**config.mk**
```make
export PLATFORM = sky130hd
export DESIGN_NAME = gasr_regs
export DESIGN_NICKNAME = d
export VERILOG_FILES = /design/src/gasr_regs.v
export VERILOG_INCLUDE_DIRS = /design/src
export SDC_FILE = /design/constraint.sdc
export NUM_CORES = 1
export LEC_CHECK = 0
export BUFFER_PORTS_ARGS = -buffer_cell sky130_fd_sc_hd__buf_2
export CORE_MARGIN = 1.5
export CORE_UTILIZATION = 40
export DETAILED_ROUTE_END_ITERATION = 10
export PLACE_DENSITY = 0.7
export SLEW_MARGIN = 0
export SYNTH_ARGS = -nofsm -noshare
export SYNTH_HDL_FRONTEND = slang
export SYNTH_SLANG_ARGS = --single-unit
```
**constraint.sdc**
```tcl
create_clock -name clock -period 1.65 [get_ports clock]
set_input_delay 0.2475 -clock clock [delete_from_list [all_inputs] [get_ports clock]]
set_output_delay 0.2475 -clock clock [all_outputs]
set_load 0.02 [all_outputs]
```
**src/gasr_defs.vh**
```
`ifndef GASR_DEFS_VH
`define GASR_DEFS_VH

// register indices; byte address is four times the index
`define GASR_IDX_NEXT_PAGE    6'h08
`define GASR_IDX_ROLE_CTRL    6'h09
`define GASR_IDX_ROLE_STAT    6'h0a
`define GASR_IDX_EXT_STAT     6'h0f
`define GASR_IDX_AUX_CTRL     6'h1c

// received next page fields and reset value
`define GASR_NP_MORE_BIT      15
`define GASR_NP_ACK_BIT       14
`define GASR_NP_MSG_BIT       13
`define GASR_NP_ACK2_BIT      12
`define GASR_NP_TOGGLE_BIT    11
`define GASR_NP_RESET         16'h2000

// role and test control fields
`define GASR_CT_TEST_HI       15
`define GASR_CT_TEST_LO       13
`define GASR_CT_MAN_EN_BIT    12
`define GASR_CT_MAN_VAL_BIT   11
`define GASR_CT_PORT_BIT      10
`define GASR_CT_ADV_FD_BIT    9
`define GASR_CT_ADV_HD_BIT    8
`define GASR_TEST_NORMAL      3'h0
`define GASR_TEST_LAST        3'h4

// role and test status fields
`define GASR_ST_FAULT_BIT     15
`define GASR_ST_ROLE_BIT      14
`define GASR_ST_LOC_OK_BIT    13
`define GASR_ST_REM_OK_BIT    12
`define GASR_ST_LP_FD_BIT     11
`define GASR_ST_LP_HD_BIT     10
`define GASR_IDLE_ERR_ZERO    8'h00
`define GASR_IDLE_ERR_MAX     8'hff

// extended ability status, fixed
`define GASR_EXT_STAT_VALUE   16'h3000

// auxiliary control fields (self-clearing)
`define GASR_AUX_SOFT_RST_BIT 0
`define GASR_AUX_LOGIC_RST_BIT 1

`endif

```
**src/gasr_regs.v**
```verilog
// Local design decision: register access over Avalon-MM.
`timescale 1ns/100ps
`include "gasr_defs.vh"

module gasr_regs (
  input  wire        clock,
  input  wire        rst_n,
  input  wire        clkEn,
  input  wire [7:0]  address,
  input  wire        read,
  input  wire        write,
  input  wire [3:0]  byteenable,
  input  wire [31:0] writedata,
  output reg  [31:0] readdata,
  output wire        waitrequest,
  input  wire [1:0]  modeStrap,
  input  wire        pageRxValid,
  input  wire [15:0] pageRxWord,
  input  wire        pageRxFlag,
  input  wire        partnerGigFullIn,
  input  wire        partnerGigHalfIn,
  input  wire        roleFaultIn,
  input  wire        roleMasterIn,
  input  wire        localRxOkIn,
  input  wire        remoteRxOkIn,
  input  wire        idleErrIn,
  output reg  [2:0]  testMode,
  output reg         manualRoleEn,
  output reg         manualRoleMaster,
  output reg         multiPortType,
  output reg         advGigFull,
  output reg         advGigHalf,
  output reg         idleErrOverflow,
  output reg         logicResetPulse
);

  // bus handshake
  reg         ackPend_q;
  reg         ackPend_d;
  wire        busReq;
  wire        busDone;
  wire        rdDone;
  wire        wrDone;
  wire [5:0]  regIdx;
  wire        addrAligned;
  wire        hitNextPage;
  wire        hitRoleCtrl;
  wire        hitRoleStat;
  wire        hitExtStat;
  wire        hitAuxCtrl;

  // register state
  reg  [15:0] nextPage_q;
  reg  [15:0] nextPage_d;
  reg  [7:0]  ctrlHi_q;
  reg  [7:0]  ctrlHi_d;
  reg         fault_q;
  reg         fault_d;
  reg         lpFull_q;
  reg         lpFull_d;
  reg         lpHalf_q;
  reg         lpHalf_d;
  reg  [7:0]  idleCnt_q;
  reg  [7:0]  idleCnt_d;
  reg         strapLoaded_q;
  reg  [31:0] rdData_d;

  // next values of the registered control outputs
  reg  [2:0]  testMode_d;
  reg         manualRoleEn_d;
  reg         manualRoleMaster_d;
  reg         multiPortType_d;
  reg         advGigFull_d;
  reg         advGigHalf_d;
  reg         idleErrOverflow_d;
  reg         logicResetPulse_d;

  wire [15:0] statusWord;
  wire [15:0] ctrlWord;
  wire [4:0]  strapCtrl;
  wire        softRst;
  wire        logicRst;
  wire        anyCntClr;
  wire        idleSat;
  wire        statRead;

  assign busReq      = read | write;
  // one wait cycle: the answer is prepared one edge after the request;
  // a frozen clock enable must hold the master too, or it would finish
  // a transfer that the registers never see
  assign waitrequest = busReq & (~ackPend_q | ~clkEn);
  assign busDone     = busReq & ackPend_q & clkEn;
  assign rdDone      = busDone & read;
  assign wrDone      = busDone & write;

  assign regIdx      = address[7:2];
  assign addrAligned = (address[1:0] == 2'h0);
  assign hitNextPage = addrAligned & (regIdx == `GASR_IDX_NEXT_PAGE);
  assign hitRoleCtrl = addrAligned & (regIdx == `GASR_IDX_ROLE_CTRL);
  assign hitRoleStat = addrAligned & (regIdx == `GASR_IDX_ROLE_STAT);
  assign hitExtStat  = addrAligned & (regIdx == `GASR_IDX_EXT_STAT);
  assign hitAuxCtrl  = addrAligned & (regIdx == `GASR_IDX_AUX_CTRL);

  // self-clearing strobes out of the auxiliary control word
  assign softRst  = wrDone & hitAuxCtrl & byteenable[0] &
                    writedata[`GASR_AUX_SOFT_RST_BIT];
  assign logicRst = wrDone & hitAuxCtrl & byteenable[0] &
                    writedata[`GASR_AUX_LOGIC_RST_BIT];
  assign statRead = rdDone & hitRoleStat;
  assign anyCntClr = statRead | softRst | logicRst;

  // strap decode: bit 1 forces manual mode, bit 0 picks master and
  // multiport; gigabit full always advertised, half only in auto mode
  assign strapCtrl = {modeStrap[1],
                      modeStrap[0],
                      modeStrap[0],
                      1'b1,
                      ~modeStrap[1]};

  assign ctrlWord = {ctrlHi_q, 8'h00};

  assign idleSat = (idleCnt_q == `GASR_IDLE_ERR_MAX);

  assign statusWord = {fault_q,
                       roleMasterIn,
                       localRxOkIn,
                       remoteRxOkIn,
                       lpFull_q,
                       lpHalf_q,
                       2'h0,
                       idleCnt_q};

  always @* begin
    ackPend_d = 1'b0;
    if (busReq && !ackPend_q) begin
      ackPend_d = 1'b1;
    end
  end

  // read data, captured one edge before the master samples it
  always @* begin
    rdData_d = 32'h00000000;
    case ({addrAligned, regIdx})
      {1'b1, `GASR_IDX_NEXT_PAGE}: begin
        rdData_d = {16'h0000, nextPage_q};
      end
      {1'b1, `GASR_IDX_ROLE_CTRL}: begin
        rdData_d = {16'h0000, ctrlWord};
      end
      {1'b1, `GASR_IDX_ROLE_STAT}: begin
        rdData_d = {16'h0000, statusWord};
      end
      {1'b1, `GASR_IDX_EXT_STAT}: begin
        rdData_d = {16'h0000, `GASR_EXT_STAT_VALUE};
      end
      default: begin
        // unmapped, misaligned and aux control all read zero
        rdData_d = 32'h00000000;
      end
    endcase
  end

  // partner page: no bus write path exists, so the word is read-only
  always @* begin
    nextPage_d = nextPage_q;
    if (softRst) begin
      nextPage_d = `GASR_NP_RESET;
    end else if (pageRxValid) begin
      nextPage_d = pageRxWord;
    end
  end

  // control high byte; the reserved low byte is never stored
  always @* begin
    ctrlHi_d = ctrlHi_q;
    if (softRst || !strapLoaded_q) begin
      ctrlHi_d = {`GASR_TEST_NORMAL, strapCtrl};
    end else if (wrDone && hitRoleCtrl && byteenable[1]) begin
      ctrlHi_d = writedata[15:8];
    end
  end

  // latched fault: an event in the read cycle keeps the bit set
  always @* begin
    fault_d = fault_q;
    if (softRst) begin
      fault_d = 1'b0;
    end else if (statRead) begin
      fault_d = roleFaultIn;
    end else if (roleFaultIn) begin
      fault_d = 1'b1;
    end
  end

  // partner gigabit abilities only taken while a page is received
  always @* begin
    lpFull_d = lpFull_q;
    lpHalf_d = lpHalf_q;
    if (softRst) begin
      lpFull_d = 1'b0;
      lpHalf_d = 1'b0;
    end else if (pageRxFlag) begin
      lpFull_d = partnerGigFullIn;
      lpHalf_d = partnerGigHalfIn;
    end
  end

  // idle error counter; an error in the clearing cycle counts as one
  always @* begin
    idleCnt_d = idleCnt_q;
    if (anyCntClr) begin
      if (idleErrIn) begin
        idleCnt_d = 8'h01;
      end else begin
        idleCnt_d = `GASR_IDLE_ERR_ZERO;
      end
    end else if (idleErrIn && !idleSat) begin
      idleCnt_d = idleCnt_q + 8'h01;
    end
  end

  // bus handshake and read data
  always @(posedge clock or negedge rst_n) begin
    if (!rst_n) begin
      ackPend_q <= 1'b0;
      readdata  <= 32'h00000000;
    end else if (clkEn) begin
      ackPend_q <= ackPend_d;
      if (busReq && !ackPend_q) begin
        readdata <= rdData_d;
      end
    end
  end

  always @(posedge clock or negedge rst_n) begin
    if (!rst_n) begin
      nextPage_q <= `GASR_NP_RESET;
    end else if (clkEn) begin
      nextPage_q <= nextPage_d;
    end
  end

  // control byte starts at zero and takes the straps one edge later,
  // so the straps need only settle by the end of reset
  always @(posedge clock or negedge rst_n) begin
    if (!rst_n) begin
      ctrlHi_q      <= 8'h00;
      strapLoaded_q <= 1'b0;
    end else if (clkEn) begin
      ctrlHi_q      <= ctrlHi_d;
      // straps are sampled on the first enabled edge after release
      strapLoaded_q <= 1'b1;
    end
  end

  always @(posedge clock or negedge rst_n) begin
    if (!rst_n) begin
      fault_q  <= 1'b0;
      lpFull_q <= 1'b0;
      lpHalf_q <= 1'b0;
    end else if (clkEn) begin
      fault_q  <= fault_d;
      lpFull_q <= lpFull_d;
      lpHalf_q <= lpHalf_d;
    end
  end

  always @(posedge clock or negedge rst_n) begin
    if (!rst_n) begin
      idleCnt_q <= `GASR_IDLE_ERR_ZERO;
    end else if (clkEn) begin
      idleCnt_q <= idleCnt_d;
    end
  end

  // control outputs, registered so downstream sees clean levels;
  // next values are worked out here and the flops only copy them
  always @* begin
    testMode_d = ctrlHi_q[7:5];
    // reserved codes fall back to normal so the line is never
    // driven with an undefined pattern
    if (ctrlHi_q[7:5] > `GASR_TEST_LAST) begin
      testMode_d = `GASR_TEST_NORMAL;
    end
    manualRoleEn_d = ctrlHi_q[4];
    // role and port type act only while the enable bit reads zero,
    // as the register defines them; a zero otherwise
    manualRoleMaster_d = ctrlHi_q[3] & ~ctrlHi_q[4];
    multiPortType_d    = ctrlHi_q[2] & ~ctrlHi_q[4];
    advGigFull_d       = ctrlHi_q[1];
    advGigHalf_d       = ctrlHi_q[0];
    // a level, not a pulse, so a slow interrupt path cannot miss it
    idleErrOverflow_d  = (idleCnt_d == `GASR_IDLE_ERR_MAX);
    logicResetPulse_d  = logicRst;
  end

  always @(posedge clock or negedge rst_n) begin
    if (!rst_n) begin
      testMode         <= `GASR_TEST_NORMAL;
      manualRoleEn     <= 1'b0;
      manualRoleMaster <= 1'b0;
      multiPortType    <= 1'b0;
      advGigFull       <= 1'b0;
      advGigHalf       <= 1'b0;
      idleErrOverflow  <= 1'b0;
      logicResetPulse  <= 1'b0;
    end else if (clkEn) begin
      testMode         <= testMode_d;
      manualRoleEn     <= manualRoleEn_d;
      manualRoleMaster <= manualRoleMaster_d;
      multiPortType    <= multiPortType_d;
      advGigFull       <= advGigFull_d;
      advGigHalf       <= advGigHalf_d;
      idleErrOverflow  <= idleErrOverflow_d;
      logicResetPulse  <= logicResetPulse_d;
    end
  end

endmodule

```
==> out/metrics.cfg, run 1 <==
[run_status]
status=complete, but fails checks
violations=setup timing

[pwr]
leakage_nw=2.09
powerDensity_nw_per_um2=1000
peakVddDrop_mv=0.434

[synth]
syn_area_um2=3200
yosys_warnings=0
synth.top_cell.area_share_pct=48.4
async_flop_share_pct=100
synthesis.instances=311
yosys_most_used_dff=dfrtp_1
ys_top_cells_by_area=dfrtp_1, a22o_1, nand2_1
ys_ff_latch=63
synth_most_common_cell=dfrtp_1
synth-edff-count=0
ys_seq_area_share_pct=49.3
syn_area_per_cell_um2=10.3
netlist-cell-type-count=54
yosysTopAreaCell=dfrtp_1
synth_common_cells=dfrtp_1, nand2_1, o21ai_0

[global_routing]
grt_pass1_vias=2721
gr-total-overflow=0
grtUsageTotal_pct=20.9
antenna_found_initial=0
grt_max_degree=64
grt_first_pass_wirelength_um=13800

[final_layout]
insertedDiodeCount=0
postLayoutCellArea_um2=4280
synthToLayoutAreaGrowth_pct=33.7
drive_gt1_share_pct=40.4
layout.nets=508

[worst_setup_path]
worstPathRequired_ns=1.87
cp-startpoint=ackPend_q
crit_path_end=ctrlHi_q[5]
worstSetupEndpointType=register
rr_startpoint=ackPend_q
reg2reg_depth=7
reg2reg_to=ctrlHi_q[5]
cp.arrival_ns=1.99
reg2reg_slack_ns=-0.12
critPathLaunchType=register
crit_type=register to register
critPathMaxFanout=4

[floorplanning]
fp.dieW_um=92.5
core_um2=7730
io_pins=119
rows=32
die_y_um=92.5
initial_core_util_pct=41.5
design.die.area_um2=8550

[cts]
cts.sinks=63
clock_path_buffers=2
htreeDepth=3
clk_latency_ns=0.34
cts_tree=done
cts_root_buf=clkbuf_8
cts_inserted_buffers=9
clk_pin_slew_ns=0.07

[route]
drt-initial-drc-count=112
post-route-drc-count=0
wl_per_cell_um=16.1
viasPerCell=5.29
first_pass_iters=4
ant_nets=0
routed_wl_um=8690
vias=2846

[timing]
skew_ns=0.00720
fin_ws_ns=-0.123
grt_setup_unrepaired=true
drv_slew=0
maxClockFrequency_mhz=564
hold_viol=0
final.period_utilization_pct=107
finalSetupViolations=10
fin_hold_ws_ns=0.136
fin_crit_ns=1.77

[worst_hold_path]
min_path_type=input port to register

[run]
maxCapViolCount=0

[place]
io_buffers=78
dp_hpwl_um=6130
detailed_place.area_um2=3870
dpl_worst_slack_ns=-0.380
gp_congestion=0.848

## critical path, stage by stage (launching register included)
cell and delay [ns]:
dfrtp_1 0.37, buf_6 0.11, nand4b_1 0.10, or4_4 0.52
buf_4 0.16, nand2_4 0.07, nor2_2 0.06, a32o_1 0.26
## flip-flops by register name (all words and copies together) (netlist names), 3 cells and up
name        cells
nextPage_q     16
readdata       16
ctrlHi_q        8
idleCnt_q       8
testMode        3
## how the worst min path moves through the flow
stage                                end      startpoint  depth (start not counted)
after floorplan                ackPend_q           rst_n                          0
after global placement      manualRoleEn           rst_n                          2
after detailed placement    manualRoleEn           rst_n                          2
after CTS                 nextPage_q[13]  pageRxWord[13]                          3
after global routing      nextPage_q[13]  pageRxWord[13]                          3
final                     nextPage_q[15]  pageRxWord[15]                          2
## cell usage in the layout (no fill, tap or decap), types with 3 or more instances in the layout
master / instances
o22ai_1: 4
nand3b_1: 3
and3_1: 4
buf_2: 78
a22o_1: 19
nand2_1: 37
nor2_1: 11
a2bb2oi_1: 4
a32o_1: 5
a21oi_1: 8
conb_1: 16
mux2_2: 7
o21ai_0: 22
inv_1: 8
mux2i_1: 13
clkbuf_8: 9
nor4b_1: 3
dfrtp_1: 58
nor3_1: 7
a22oi_1: 6
buf_4: 42
nand3_1: 7
dfrtp_2: 4
## cells by family after synthesis
kind of cell	Yosys count	share of synthesized area, %
AO/OA/AOI/OAI	89	20.3
flip-flops	63	49.3
multiplexers	20	6.52
XOR/XNOR	1	0.273
AND/OR/NAND/NOR	96	15.5
buffers and inverters	40	7.58
adder cells (fa/ha/maj)	1	0.391
other	1	0.117
## stage by stage
| stage | utilization (%) | setup TNS [ns] | total power [mW] | std cells |
|---|---|---|---|---|
| finish | 55.4 | -0.865 | 4.30 | 538 |
| global route | 55.4 | -1.53 | 4.52 | 538 |
| CTS | 53.8 | -0.459 | 4.22 | 530 |
| detailed placement | 50.0 | -13.05 | 2.71 | 511 |
| global placement | 50.0 | -11.59 | 2.69 | 511 |
| floorplan | - | -3.91 | 2.37 | 326 |
## area by class of cell
cell class              instances  area, um2
inverters                       9       33.8
fillers                       679       3440
flip-flops and latches         63       1580
well taps                     102        128
clock buffers                   9        124
repair buffers                125        778
clock inverters                 7       97.6
multi-input cells             223       1540
## power breakdown
group          internal (mW)  switching (mW)
clock network          0.852           0.631
logic                  0.465           0.475
registers               1.71           0.172
total                   3.02            1.28
## per-layer routing
metal  global-route usage [%]  share of wire, %
met5                        0                 0
met4                     7.56               1.1
met3                     4.35               6.4
met2                     31.3                48
met1                     29.7                45
## timing repair
| action | CTS | global route |
|---|---|---|
| endpoints found under the setup margin | 35 | 37 |
| hold buffers | 1 | 0 |
| hold endpoints to repair | 62 | 0 |
| pin swaps | 2 | 6 |
| buffers inserted | 2 | 8 |
| resized for setup | 8 | 15 |
(Power assumes the default switching activity.)
==> inputs of run 2 (changes only) <==
CELL_PAD_IN_SITES_DETAIL_PLACEMENT = 1   (was unset)
CELL_PAD_IN_SITES_GLOBAL_PLACEMENT = 1   (was unset)
CORE_UTILIZATION = 33   (was 40)
GPL_TIMING_DRIVEN = 0   (was unset)
PLACE_DENSITY = unset   (was 0.7)
PLACE_DENSITY_LB_ADDON = 0.1   (was unset)
==> out/metrics.cfg, run 2 (same netlist as run 1, synthesis figures left out) <==
[global_routing]
antenna_found_initial=0
grt_pass1_vias=2984
grt_first_pass_wirelength_um=16300
gr-total-overflow=0
grtUsageTotal_pct=21.1
grt_max_degree=64

[final_layout]
finalNonFillerCells=563
reg.largest.list=nextPage_q: 16 flops, readdata: 16 flops
final_common_cell=buf_2
drive_gt1_share_pct=40.8
layout.nets=506
insertedDiodeCount=0
mostFrequentLayoutCells=buf_2, dfrtp_1, nand2_1, buf_4, a22o_1
synthToLayoutAreaGrowth_pct=34.0

[timing]
hold_viol=1
fin_crit_ns=1.67
worstMarginPinSlew_ns=0.834
finalSetupViolations=4
maxClockFrequency_mhz=599
drv_slew=0
fin_ws_ns=-0.0183
slew_headroom_pct=44.4
skew_ns=0.00427
final.period_utilization_pct=101
fin_hold_ws_ns=-0.00312
grt_setup_unrepaired=true

[cts]
cts.sinks=63
cts_root_buf=clkbuf_8
clk_latency_ns=0.35
cts_tree=done
hold_buffers=0
clock_path_buffers=2
cts_inserted_buffers=9
clk_pin_slew_ns=0.08
htreeDepth=3

[route]
wl_per_cell_um=18.4
ant_nets=0
post-route-drc-count=0
top_layer=met4
viasPerCell=5.20
drt-initial-drc-count=143
vias=2925
routed_wl_um=10400
first_pass_iters=4
dr_wl_met3_um=584
met2_length_um=4840
wl_met1_um=4840

[place]
io_buffers=76
gp_congestion=0.840
dpl_worst_slack_ns=-0.835
placed_cells=531
dp_hpwl_um=7130

[worst_setup_path]
cp_top_family=simple AND/OR/NAND/NOR gates
worstSetupEndpointType=register
slowest_delay_ns=0.56
worstPathCellList=buf_2, or4b_4, or4_4, and2_4, a21oi_4, a2bb2oi_1
crit_type=input port to register
reg2reg_slack_ns=-0.02
cp.arrival_ns=1.94
critPathLaunchType=input port
critPathBufInv=1
critical_path.slowest_cell=or4b_4
worstPathRequired_ns=1.92
critPathMaxFanout=5

[pwr]
leakage_nw=2.07
powerDensity_nw_per_um2=1020
total_power_mw=4.39
peakVddDrop_mv=0.497

[floorplanning]
die_y_um=102
design.die.area_um2=10300
core_um2=9330
fp.dieW_um=102
initial_core_util_pct=34.3
rows=35
io_pins=119

[run]
maxCapViolCount=0

[run_status]
status=complete, but fails checks
violations=hold timing, setup timing

[worst_hold_path]
min_path_type=input port to asynchronous set/reset pin

-- run 2: power breakdown --
group / switching, mW / internal [mW] / total, mW / leakage [nW]
logic: 0.518 / 0.505 / 1.02 / 1.18
registers: 0.197 / 1.71 / 1.91 / 0.793
clock network: 0.711 / 0.744 / 1.45 / 0.0947
total: 1.43 / 2.96 / 4.39 / 2.07
-- run 2: cell type report --
class | count | area (um2)
inverters | 9 | 33.8
plain buffers | 28 | 213
clock buffers | 10 | 138
fillers | 1111 | 5030
well taps | 129 | 161
multi-input cells | 223 | 1560
clock inverters | 6 | 70.1
flip-flops and latches | 63 | 1590
repair buffers | 95 | 532
-- run 2: routing by layer --
| layer | vias to the layer above | GRT usage, % |
|---|---|---|
| met5 | - | 0 |
| met4 | 0 | 6.41 |
| met3 | 9 | 3.59 |
| met2 | 90 | 33.8 |
| met1 | 1462 | 29.3 |
| li1 | 1364 | - |
-- run 2: worst register-to-register path, cell delays in order, from the launching register on --
cell	delay, ns
dfrtp_2	0.42
nand4b_1	0.10
or4_4	0.53
and2_4	0.19
a21oi_4	0.18
a2bb2oi_1	0.17
-- run 2: timing repair --
item / CTS / global route
hold endpoints to repair: 0 / 0
pin swaps: 6 / 3
setup endpoints to repair: 43 / 25
buffers inserted: 12 / 7
gates resized for setup: 21 / 17
-- run 2: path summary, 6_finish.rpt --
path / start / to / depth (start not counted)
hold / removal: rst_n / readdata[14] / 1
setup reg to reg: ackPend_q / ctrlHi_q[0] / 5
setup / recovery: address[0] / ctrlHi_q[0] / 6
hold reg to reg: readdata[12] / readdata[12] / 2
min in group clock: pageRxWord[2] / nextPage_q[2] / 2
max in group asynchronous: rst_n / idleCnt_q[6] / 1
-- run 2: metrics by stage --
step | setup TNS [ns] | util, % | area, um2
2_1_floorplan | -3.91 | - | 3290
3_3_place_gp | -22.11 | 41.0 | 3830
3_5_place_dp | -22.17 | 41.1 | 3830
4_1_cts | -0.0134 | 45.0 | 4200
5_1_grt | -0.749 | 46.0 | 4290
6_report | -0.0596 | 46.0 | 4290
==> inputs of run 3 (changes only) <==
REMOVE_ABC_BUFFERS = 1   (was unset)
==> out/metrics.cfg, run 3 (same netlist as run 1, synthesis figures left out) <==
[run_status]
status=complete, but fails checks
violations=hold timing, setup timing

[route]
post-route-drc-count=0
vias=2804
ant_nets=0
first_pass_iters=4
drt-initial-drc-count=137
routed_wl_um=9680
wl_per_cell_um=18.1
viasPerCell=5.23

[final_layout]
drive_gt1_share_pct=37.1
final_util_pct=43.9
final_common_cell=buf_2
mostFrequentLayoutCells=buf_2, dfrtp_1, nand2_1
insertedDiodeCount=0
reg.largest.list=nextPage_q: 16 flops, readdata: 16 flops
finalNonFillerCells=536
postLayoutCellArea_um2=4090
synthToLayoutAreaGrowth_pct=27.8
layout.nets=479

[pwr]
peakVddDrop_mv=0.337
powerDensity_nw_per_um2=1030
leakage_nw=1.95
total_power_mw=4.22

[global_routing]
grt_pass1_vias=2759
grtUsageTotal_pct=19.6
grt_max_degree=64
antenna_found_initial=0
gr-total-overflow=0
grt_first_pass_wirelength_um=15200

[run]
maxCapViolCount=0

[place]
gp_congestion=0.837
io_buffers=78
detailed_place.area_um2=3600
placed_cells=502
dp_hpwl_um=6370

[worst_setup_path]
cp_top_family=simple AND/OR/NAND/NOR gates
critPathBufInv=1
critPathMaxFanout=5
reg2reg_depth=5
slowest_delay_ns=0.59
critPathLaunchType=input port
reg2reg_to=ctrlHi_q[2]
worstSetupEndpointType=register
cp.arrival_ns=1.98
rr_startpoint=ackPend_q
worstPathCellList=buf_2, or4b_4, or4_4, and2_4, a21oi_4, a2bb2oi_1
worstPathRequired_ns=1.94
crit_type=input port to register
critical_path.slowest_cell=or4b_4
reg2reg_slack_ns=-0.04

[cts]
cts_inserted_buffers=9
clk_pin_slew_ns=0.09
hold_buffers=0
cts_root_buf=clkbuf_8
clk_latency_ns=0.35
htreeDepth=3
cts.sinks=63
cts_tree=done
clock_path_buffers=2

[floorplanning]
fp.dieW_um=102
core_um2=9330
initial_core_util_pct=34.3
rows=35
design.die.area_um2=10300
io_pins=119
die_y_um=102

[timing]
fin_ws_ns=-0.0437
finalSetupViolations=8
fin_hold_ws_ns=-0.00552
final.period_utilization_pct=103
fin_crit_ns=1.69
hold_viol=7
skew_ns=0.00768
maxClockFrequency_mhz=590
worstMarginPinSlew_ns=0.825
grt_setup_unrepaired=true
slew_headroom_pct=45.0
drv_slew=0

[worst_hold_path]
min_path_type=input port to asynchronous set/reset pin

## run 3: worst register-to-register path, delay by kind of cell, from the launching register on
family / cells / cell delay (ns)
AND/OR/NAND/NOR: 3 / 0.83
flip-flops: 1 / 0.41
AO/OA/AOI/OAI: 2 / 0.39
## run 3: worst max-delay path by stage
stage | cells after the start | startpoint | end | slack (ns)
6_report | 6 | address[1] | ctrlHi_q[2] | -0.04
5_1_grt | 5 | ackPend_q | ctrlHi_q[2] | -0.09
4_1_cts | 5 | ackPend_q | ctrlHi_q[4] | -0.03
3_5_place_dp | 6 | clkEn | readdata[6] | -1.42
3_3_place_gp | 6 | clkEn | readdata[5] | -1.40
2_1_floorplan | 5 | address[1] | ctrlHi_q[4] | -0.20
## run 3: what timing repair did
action                     in CTS  in global routing
buffers inserted                7                 12
pin swaps                       7                 12
resized for setup              19                 18
hold endpoints to repair        0                  0
setup endpoints to repair      53                 39
## run 3: power breakdown
group / total, mW / switching [mW] / internal, mW / leakage [nW]
sequential: 1.91 / 0.201 / 1.71 / 0.796
combinational: 0.875 / 0.458 / 0.417 / 1.05
clock: 1.43 / 0.720 / 0.713 / 0.0964
total: 4.22 / 1.38 / 2.84 / 1.95
## run 3: cell type report
class | count | area (um2)
inverter | 9 | 36.3
clock inverter | 7 | 80.1
timing repair buffer | 96 | 552
fill | 1093 | 5230
tap | 129 | 161
clock buffer | 9 | 124
multi-input combinational | 223 | 1560
sequential | 63 | 1590
## run 3: per-layer routing
layer	GRT usage (%)	up-vias	routed length [um]
met2	28.2	81	4300
li1	-	1306	-
met5	0	-	0
met3	4.07	10	533
met4	6.94	0	127
met1	29.0	1407	4710
## run 3: per-stage QoR
stage,TNS (ns),setup slack (ns),hold slack (ns)
global placement,-43.91,-1.40,0.462
CTS,-0.120,-0.0317,0.0153
finish,-0.156,-0.0437,-0.00552
floorplan,-4.78,-0.203,-0.0481
detailed placement,-43.94,-1.42,0.405
global route,-0.959,-0.0882,0.0550
